===== src/pkg/lsu_pkg.sv =====
// Purpose: shared types and constants for the load/store unit
// Assumes: 32-bit core, sixteen general-purpose registers
// Notes: register index 13 is the stack pointer, 15 the program counter
package lsu_pkg;
  localparam int LSU_XLEN = 32;
  localparam int LSU_NREG = 16;
  localparam logic [3:0] LSU_STACK_IDX = 4'hd;
  localparam logic [3:0] LSU_PC_IDX = 4'hf;
  localparam logic [3:0] LSU_LOW_MAX = 4'h7;
  localparam logic [31:0] LSU_WORD_BYTES = 32'h4;
  localparam logic [31:0] LSU_ZERO = 32'h0;
  localparam logic [31:0] LSU_ALIGN_MASK = 32'hffff_fffc;
  localparam logic [15:0] LSU_MASK_NONE = 16'h0;

  typedef enum logic [1:0] {
    LSU_SZ_WORD = 2'h0,
    LSU_SZ_HALF = 2'h1,
    LSU_SZ_BYTE = 2'h2
  } lsu_size_t;

  typedef enum logic [2:0] {
    LSU_OP_LOAD = 3'h0,
    LSU_OP_STORE = 3'h1,
    LSU_LOAD_MULTIPLE_OP = 3'h2,
    LSU_STORE_MULTIPLE_OP = 3'h3,
    LSU_OP_PUSH = 3'h4,
    LSU_OP_POP = 3'h5
  } lsu_op_t;

  // one request from instruction execution
  typedef struct packed {
    lsu_op_t op;
    lsu_size_t size;
    logic sign_ext;
    logic [3:0] base_idx;
    logic [31:0] base_val;
    logic off_is_reg;
    logic [3:0] off_idx;
    logic [31:0] off_val;
    logic off_sub;
    logic [3:0] rd_idx;
    logic [31:0] st_data;
    logic [15:0] reg_list;
    logic writeback;
  } lsu_req_t;

  // data memory port request
  typedef struct packed {
    logic valid;
    logic write;
    logic [31:0] addr;
    logic [31:0] wdata;
    lsu_size_t size;
  } lsu_mem_t;

  typedef enum logic [3:0] {
    LSU_ST_IDLE = 4'b0001,
    LSU_ST_SINGLE = 4'b0010,
    LSU_ST_MULTI = 4'b0100,
    LSU_ST_DONE = 4'b1000
  } lsu_state_t;
endpackage


===== src/verilog/lsu_load_store_unit.sv =====
// Purpose: load/store unit, single and multi-register transfers
// Assumes: memory answers with mem_ack, one transfer in flight at a time
// Notes: register file sits outside; reads via rf_rd_*, writes via rf_wr_*
`timescale 1ns/1ns

// Contract
// - narrow stores write low 16 or 8 bits
// - signed and unsigned stores are identical
// - unsigned narrow loads zero-extend to 32
// - signed narrow loads sign-extend to 32
// - address is base plus offset
// - base is R0-R7, stack pointer, or PC
// - PC base allowed for loads only
// - immediate offset unsigned, added or subtracted
// - register offset not PC, added or subtracted
// - multi transfer moves selected register subset
// - multi transfer uses consecutive aligned words
// - writeback adds total transferred byte size
// - load/store multiple increment after base
// - push predecrements stack pointer, writes it back
// - pop into PC is interworking branch
// - interworking address needs bit zero set
// - stack pointer low two bits zero
module lsu_load_store_unit
  import lsu_pkg::*;
#(
  parameter int XLEN = LSU_XLEN
) (
  // clock and reset
  input wire logic clk,
  input wire logic sys_rst,
  // request from execution
  input wire logic req_valid,
  input wire lsu_req_t req,
  output logic req_ready,
  output logic req_illegal,
  // register file read port for multi stores
  output logic [3:0] rf_rd_idx,
  input wire logic [31:0] rf_rd_data,
  // register file write port
  output logic rf_wr_en,
  output logic [3:0] rf_wr_idx,
  output logic [31:0] rf_wr_data,
  // program counter load
  output logic pc_load_write_function,
  output logic [31:0] pc_target,
  output logic pc_state_fault,
  // data memory port
  output lsu_mem_t mem,
  input wire logic mem_ack,
  input wire logic [31:0] mem_rdata,
  // completion
  output logic done
);

  // ----------------------------------------------------------------
  // helpers
  // ----------------------------------------------------------------
  function automatic logic [3:0] lowest_set(input logic [15:0] m);
    logic [3:0] r;
    r = 4'h0;
    for (int i = LSU_NREG - 1; i >= 0; i--) begin
      if (m[i]) begin
        r = 4'(i);
      end
    end
    return r;
  endfunction

  function automatic logic [31:0] count_bytes(input logic [15:0] m);
    logic [31:0] c;
    c = LSU_ZERO;
    for (int i = 0; i < LSU_NREG; i++) begin
      if (m[i]) begin
        c = c + LSU_WORD_BYTES;
      end
    end
    return c;
  endfunction

  // one decoder for both the incoming and the held request
  function automatic logic is_multi_cur(input lsu_op_t o);
    return (o == LSU_LOAD_MULTIPLE_OP) || (o == LSU_STORE_MULTIPLE_OP)
           || (o == LSU_OP_PUSH) || (o == LSU_OP_POP);
  endfunction

  // ----------------------------------------------------------------
  // state
  // ----------------------------------------------------------------
  lsu_state_t state;
  lsu_req_t cur;
  logic [15:0] remain;
  logic [31:0] walk_addr;
  logic [31:0] wb_val;

  // ----------------------------------------------------------------
  // request decode
  // ----------------------------------------------------------------
  wire logic is_multi = is_multi_cur(req.op);
  wire logic is_loadish = (req.op == LSU_OP_LOAD);
  wire logic base_low = req.base_idx <= LSU_LOW_MAX;
  wire logic base_stack = req.base_idx == LSU_STACK_IDX;
  wire logic base_pc = req.base_idx == LSU_PC_IDX;
  wire logic bad_base = !(base_low || base_stack || base_pc);
  wire logic bad_pc = base_pc && !is_loadish;
  wire logic bad_off = req.off_is_reg && (req.off_idx == LSU_PC_IDX);
  wire logic bad_list = is_multi && (req.reg_list == LSU_MASK_NONE);
  wire logic illegal = bad_base || bad_pc || bad_off || bad_list;

  // stack pointer reads with its low two bits forced to zero
  wire logic [31:0] base_eff = base_stack ? (req.base_val & LSU_ALIGN_MASK)
                                       : req.base_val;
  wire logic [31:0] pc_aligned = req.base_val & LSU_ALIGN_MASK;
  wire logic [31:0] base_use = base_pc ? pc_aligned : base_eff;
  wire logic [31:0] off_use = req.off_val;
  wire logic [31:0] single_addr = req.off_sub ? base_use - off_use
                                              : base_use + off_use;
  wire logic [31:0] total = count_bytes(req.reg_list);
  wire logic is_push = req.op == LSU_OP_PUSH;
  wire logic is_pop = req.op == LSU_OP_POP;
  // push and pop always work on the aligned stack pointer
  wire logic [31:0] multi_base = (is_push || is_pop)
                                 ? (req.base_val & LSU_ALIGN_MASK)
                                 : (base_eff & LSU_ALIGN_MASK);
  wire logic [31:0] multi_start = is_push ? multi_base - total
                                          : multi_base;
  wire logic [31:0] multi_wb = is_push ? multi_start
                                       : multi_base + total;

  // ----------------------------------------------------------------
  // store data narrowing, same for signed and unsigned
  // ----------------------------------------------------------------
  // narrowed at take, so wdata stands from the first valid cycle
  wire logic [31:0] st_half = {16'h0, req.st_data[15:0]};
  wire logic [31:0] st_byte = {24'h0, req.st_data[7:0]};
  wire logic [31:0] st_narrow = (req.size == LSU_SZ_HALF) ? st_half
                              : (req.size == LSU_SZ_BYTE) ? st_byte
                              : req.st_data;

  // ----------------------------------------------------------------
  // load data widening
  // ----------------------------------------------------------------
  wire logic [31:0] ld_half = cur.sign_ext
    ? {{16{mem_rdata[15]}}, mem_rdata[15:0]}
    : {16'h0, mem_rdata[15:0]};
  wire logic [31:0] ld_byte = cur.sign_ext
    ? {{24{mem_rdata[7]}}, mem_rdata[7:0]}
    : {24'h0, mem_rdata[7:0]};
  wire logic [31:0] ld_value = (cur.size == LSU_SZ_HALF) ? ld_half
                             : (cur.size == LSU_SZ_BYTE) ? ld_byte
                             : mem_rdata;

  // ----------------------------------------------------------------
  // multi-register walk
  // ----------------------------------------------------------------
  wire logic [3:0] cur_reg = lowest_set(remain);
  wire logic [15:0] cur_bit = 16'h1 << cur_reg;
  wire logic [15:0] next_remain = remain & ~cur_bit;
  wire logic multi_store = (cur.op == LSU_STORE_MULTIPLE_OP)
                           || (cur.op == LSU_OP_PUSH);
  wire logic last_beat = next_remain == LSU_MASK_NONE;
  wire logic pop_pc = (cur.op == LSU_OP_POP) && (cur_reg == LSU_PC_IDX);
  wire logic [31:0] next_walk = walk_addr + LSU_WORD_BYTES;
  // base register updated by the transfer itself keeps the loaded value
  // push always moves the stack pointer, writeback bit or not; pop does too unless its list holds the base register
  wire logic stack_op = (cur.op == LSU_OP_PUSH) || (cur.op == LSU_OP_POP);
  wire logic wb_in_list = cur.reg_list[cur.base_idx];
  wire logic do_wb = (cur.writeback || stack_op)
                     && !(wb_in_list && !multi_store);

  // ----------------------------------------------------------------
  // control
  // ----------------------------------------------------------------
  always_ff @(posedge clk) begin
    if (sys_rst) begin
      state <= LSU_ST_IDLE;
      cur <= '0;
      remain <= LSU_MASK_NONE;
      walk_addr <= LSU_ZERO;
      wb_val <= LSU_ZERO;
      req_ready <= 1'b1;
      req_illegal <= 1'b0;
      rf_rd_idx <= 4'h0;
      rf_wr_en <= 1'b0;
      rf_wr_idx <= 4'h0;
      rf_wr_data <= LSU_ZERO;
      pc_load_write_function <= 1'b0;
      pc_target <= LSU_ZERO;
      pc_state_fault <= 1'b0;
      mem <= '0;
      done <= 1'b0;
    end else begin
      rf_wr_en <= 1'b0;
      pc_load_write_function <= 1'b0;
      pc_state_fault <= 1'b0;
      req_illegal <= 1'b0;
      done <= 1'b0;
      case (state)
        LSU_ST_IDLE: begin
          if (req_valid && illegal) begin
            req_illegal <= 1'b1;
          end else if (req_valid) begin
            cur <= req;
            req_ready <= 1'b0;
            remain <= req.reg_list;
            wb_val <= multi_wb;
            if (is_multi) begin
              walk_addr <= multi_start;
              rf_rd_idx <= lowest_set(req.reg_list);
              state <= LSU_ST_MULTI;
            end else begin
              mem.valid <= 1'b1;
              mem.write <= req.op == LSU_OP_STORE;
              mem.addr <= single_addr;
              mem.size <= req.size;
              mem.wdata <= st_narrow;
              state <= LSU_ST_SINGLE;
            end
          end
        end
        LSU_ST_SINGLE: begin
          if (mem_ack) begin
            mem.valid <= 1'b0;
            if (!mem.write) begin
              rf_wr_en <= 1'b1;
              rf_wr_idx <= cur.rd_idx;
              rf_wr_data <= ld_value;
            end
            state <= LSU_ST_DONE;
          end
        end
        LSU_ST_MULTI: begin
          if (!mem.valid) begin
            // issue one word per beat, register data read a cycle earlier
            mem.valid <= 1'b1;
            mem.write <= multi_store;
            mem.addr <= walk_addr;
            mem.size <= LSU_SZ_WORD;
            mem.wdata <= rf_rd_data;
          end else if (mem_ack) begin
            mem.valid <= 1'b0;
            remain <= next_remain;
            walk_addr <= next_walk;
            rf_rd_idx <= lowest_set(next_remain);
            if (!multi_store && pop_pc) begin
              pc_load_write_function <= 1'b1;
              pc_target <= mem_rdata;
              pc_state_fault <= !mem_rdata[0];
            end else if (!multi_store) begin
              rf_wr_en <= 1'b1;
              rf_wr_idx <= cur_reg;
              rf_wr_data <= mem_rdata;
            end
            if (last_beat) begin
              state <= LSU_ST_DONE;
            end
          end
        end
        LSU_ST_DONE: begin
          if (is_multi_cur(cur.op) && do_wb) begin
            rf_wr_en <= 1'b1;
            rf_wr_idx <= cur.base_idx;
            rf_wr_data <= wb_val & ((cur.base_idx == LSU_STACK_IDX)
                          ? LSU_ALIGN_MASK : ~LSU_ZERO);
          end
          done <= 1'b1;
          req_ready <= 1'b1;
          state <= LSU_ST_IDLE;
        end
        default: begin
          state <= LSU_ST_IDLE;
          req_ready <= 1'b1;
          mem <= '0;
        end
      endcase
    end
  end

endmodule


===== config.mk =====
export PLATFORM = sky130hd
export DESIGN_NAME = lsu_load_store_unit
export DESIGN_NICKNAME = d
export VERILOG_FILES = /design/src/pkg/lsu_pkg.sv /design/src/verilog/lsu_load_store_unit.sv
export SDC_FILE = /design/constraint.sdc
export NUM_CORES = 1
export LEC_CHECK = 0
export CAP_MARGIN = 5
export CORE_ASPECT_RATIO = 0.75
export CORE_MARGIN = 4
export CORE_UTILIZATION = 65
export CTS_CLUSTER_DIAMETER = 120
export DETAILED_ROUTE_END_ITERATION = 7
export DONT_BUFFER_PORTS = 1
export PLACE_DENSITY_LB_ADDON = 0.1
export SLEW_MARGIN = 20
export SYNTH_ARGS = -nofsm -noshare
export SYNTH_HDL_FRONTEND = slang
export SYNTH_SLANG_ARGS = --single-unit

===== constraint.sdc =====
create_clock -name clk -period 28.1 [get_ports clk]
set_input_delay 2.81 -clock clk [delete_from_list [all_inputs] [get_ports clk]]
set_output_delay 2.81 -clock clk [all_outputs]
set_load 0.05 [all_outputs]

==> flow_summary.json <==
{
  "critPathMaxFanout": 7,
  "clk_path_buf_depth": 3,
  "crit_path_end": "wb_val[30]$_SDFFE_PP0P_",
  "grt_pass1_wl_um": 89000,
  "max_freq_mhz": 66.9,
  "start_util": 0.661,
  "numCtsBuffers": 26,
  "maxSlewViolCount": 0,
  "overflow": 0,
  "ff_latch_area_mm2": 0.00514,
  "dp_hpwl_um": 43600,
  "end_kind": "register",
  "synth-edff-count": 0,
  "hold_ws_ns": 0.454,
  "cts_sinks": 257,
  "totalWireLength_um": 58200,
  "h-tree-depth": 1,
  "track_usage": 0.361,
  "die_w_um": 200,
  "cts.clk_slew.worst_paths_ns": 0.06,
  "finalHoldViolCount": 0,
  "p_total_w": 0.00170,
  "layout.nets": 2539,
  "skew_ns": 0.0157,
  "met1_usage": 0.504,
  "layout.cells.non_filler": 2623,
  "hold_path_depth": 2,
  "wire_per_inst_um": 22.2,
  "synth_top_cell_by_area": "dfxtp_1",
  "syn_avg_cell_area_um2": 7.63,
  "area_growth_pct": 5.59,
  "vias": 17711,
  "cp.arrival_ns": 15.39,
  "reg_top3": "mem: 68 flops, pc_target: 32 flops, rf_wr_data: 32 flops",
  "min_period_ns": 14.94,
  "routed_via_density": 6.75,
  "rsz0062_at_grt": "false",
  "switching_power_w": 0.000770,
  "top_register": "mem",
  "p_leak_nw": 6.98,
  "cts_tree": "done",
  "status": "complete, no violations",
  "slew_headroom": 0.310,
  "largest_reg_flops": 68,
  "ys_warn_count": 0,
  "rows": 52,
  "crit_required_ns": 28.55,
  "synth_seq_area_share": 0.288,
  "fin_tns_setup_ns": 0,
  "r2r_slack_ns": 24.07,
  "place_congestion": 0.949,
  "syn_inst": 2345,
  "fill_cells": 2311,
  "fin_ws_ns": 13.16,
  "clockRootBuffer": "clkbuf_16",
  "die_area_mm2": 0.0303,
  "synth_top_area_frac": 0.288,
  "ys_types": 102,
  "final_antenna_net_count": 0,
  "powerDensity_mw_per_mm2": 90.1,
  "startpoint": "req[1]",
  "r2r_end": "state[1]$_SDFFE_PP0P_",
  "worstSetupPathType": "in2reg",
  "seq_power_share": 0.335,
  "grt_start_max_net_pins": 231,
  "groute.layer.met2.usage": 0.581,
  "synth_flop_cell": "dfxtp_1",
  "cts_resized": 0,
  "cp-start-kind": "input pin",
  "yosysMostFrequentCell": "nand2_1",
  "pwr-share-comb": 0.452,
  "switching_share": 0.452,
  "ios": 347,
  "worstMarginPinSlew_ns": 1.02,
  "min_period_over_period": 0.532,
  "synth.area.top_cells": "dfxtp_1 (29%), a21oi_1 (6.3%), nand2_1 (6.1%)",
  "use_met3": 0.0743,
  "finalSetupViolCount": 0,
  "multi_input_area_mm2": 0.0120,
  "crit_top_cell": "ha_1",
  "maxCapViolations": 0,
  "first_pass_iters": 6,
  "antenna_found_initial": 2,
  "ir_worst_vdd_uv": 139,
  "ys_ff_latch": 257,
  "core_region_area_mm2": 0.0271,
  "pwr-share-clk": 0.213,
  "clock_latency_ns": 0.55,
  "r2r-start": "remain[13]$_SDFFE_PP0P_",
  "cts.repair_timing.setup_buffer_count": 0,
  "die_h_um": 152,
  "post-place-ws_ns": 12.82,
  "p_int_w": 0.000932,
  "min_path_type": "reg2reg",
  "top_usage_layer": "met2",
  "async_flop_share": 0,
  "drcViolationCount": 0,
  "drive_above_1_share": 0.0634,
  "slowest_stage": "o311ai_0",
  "max_stage_delay_ns": 0.79,
  "reg2reg_depth": 14,
  "synth_area_mm2": 0.0179,
  "drt_iter0_drc": 1732,
  "dp.cells": 2575,
  "grt_pass1_vias": 15894,
  "yosys-top-cells-count": "nand2_1 (289), nor2_1 (260), dfxtp_1 (257), a21oi_1 (224), clkbuf_1 (138)",
  "place.port_buffers": 0,
  "cts_hold_buf": 0
}
==> routing by layer <==
metal	part of all wire	vias up
met5	0.00022	-
met4	0.027	2
met3	0.097	111
met2	0.46	836
met1	0.42	8417
li1	-	8345
==> stage by stage <==
stage,util,cell area [um^2]
6_report,0.698,18900
5_1_grt,0.698,18900
4_1_cts,0.697,18900
3_5_place_dp,0.664,18000
3_3_place_gp,0.664,18000
2_1_floorplan,-,18000
==> cells by family after synthesis <==
group / synth area share
simple gates: 0.222
compound gates: 0.270
flops: 0.288
buf+inv: 0.0498
xor+xnor: 0.0876
fa+ha+maj: 0.0613
mux: 0.0211
other cells: 0.000420
==> worst max-delay path, delay by kind of cell <==
kind	cells	cell delay, ns
compound gates	19	4.70
xor+xnor	2	0.55
simple gates	14	1.88
fa+ha+maj	14	4.43
mux	2	0.59
buf+inv	4	0.41
==> cell usage in the layout (no fill, tap or decap), types with 15 or more instances in the layout <==
cell type and instances:
a211oi_1 70, a21o_1 23, a21oi_1 223, a221oi_1 83, a31oi_1 27, and2_1 15
and3_1 24, buf_4 19, clkbuf_16 26, conb_1 19, dfxtp_1 257, ha_1 82
inv_1 70, mux2i_1 15, nand2_1 287, nand2b_1 19, nand3_1 53, nor2_1 260
nor3_1 95, nor4_1 22, o21ai_0 117, o21bai_1 17, o31ai_1 22, xnor2_1 91
xor2_1 32
==> worst min path at each step <==
| stage | start | to |
|---|---|---|
| final | cur[0]$_SDFFE_PP0P_ | cur[0]$_SDFFE_PP0P_ |
| after global routing | cur[10]$_SDFFE_PP0P_ | cur[10]$_SDFFE_PP0P_ |
| after CTS | cur[7]$_SDFFE_PP0P_ | cur[7]$_SDFFE_PP0P_ |
| after detailed placement | cur[7]$_SDFFE_PP0P_ | cur[7]$_SDFFE_PP0P_ |
| after global placement | cur[9]$_SDFFE_PP0P_ | cur[9]$_SDFFE_PP0P_ |
| after floorplan | wb_val[5]$_SDFFE_PP0P_ | wb_val[5]$_SDFFE_PP0P_ |
==> power groups by stage <==
stage | clock [W] | sequential [W] | combinational, W
floorplan | 0 | 0.000555 | 0.000605
global route | 0.000380 | 0.000575 | 0.000849
finish | 0.000363 | 0.000570 | 0.000768
detailed placement | 0 | 0.000577 | 0.000752
CTS | 0.000366 | 0.000569 | 0.000757
global placement | 0 | 0.000576 | 0.000726
==> layout make-up <==
cell class,instances,area share
Timing Repair Buffer,20,0.00835
Sequential cell,257,0.272
Tap cell,351,0.0232
Multi-Input combinational cell,1875,0.634
Clock inverter,13,0.00888
Antenna cell,2,0.000265
Inverter,73,0.0148
Clock buffer,32,0.0378
No activity file was read; power rests on OpenSTA's default activity.
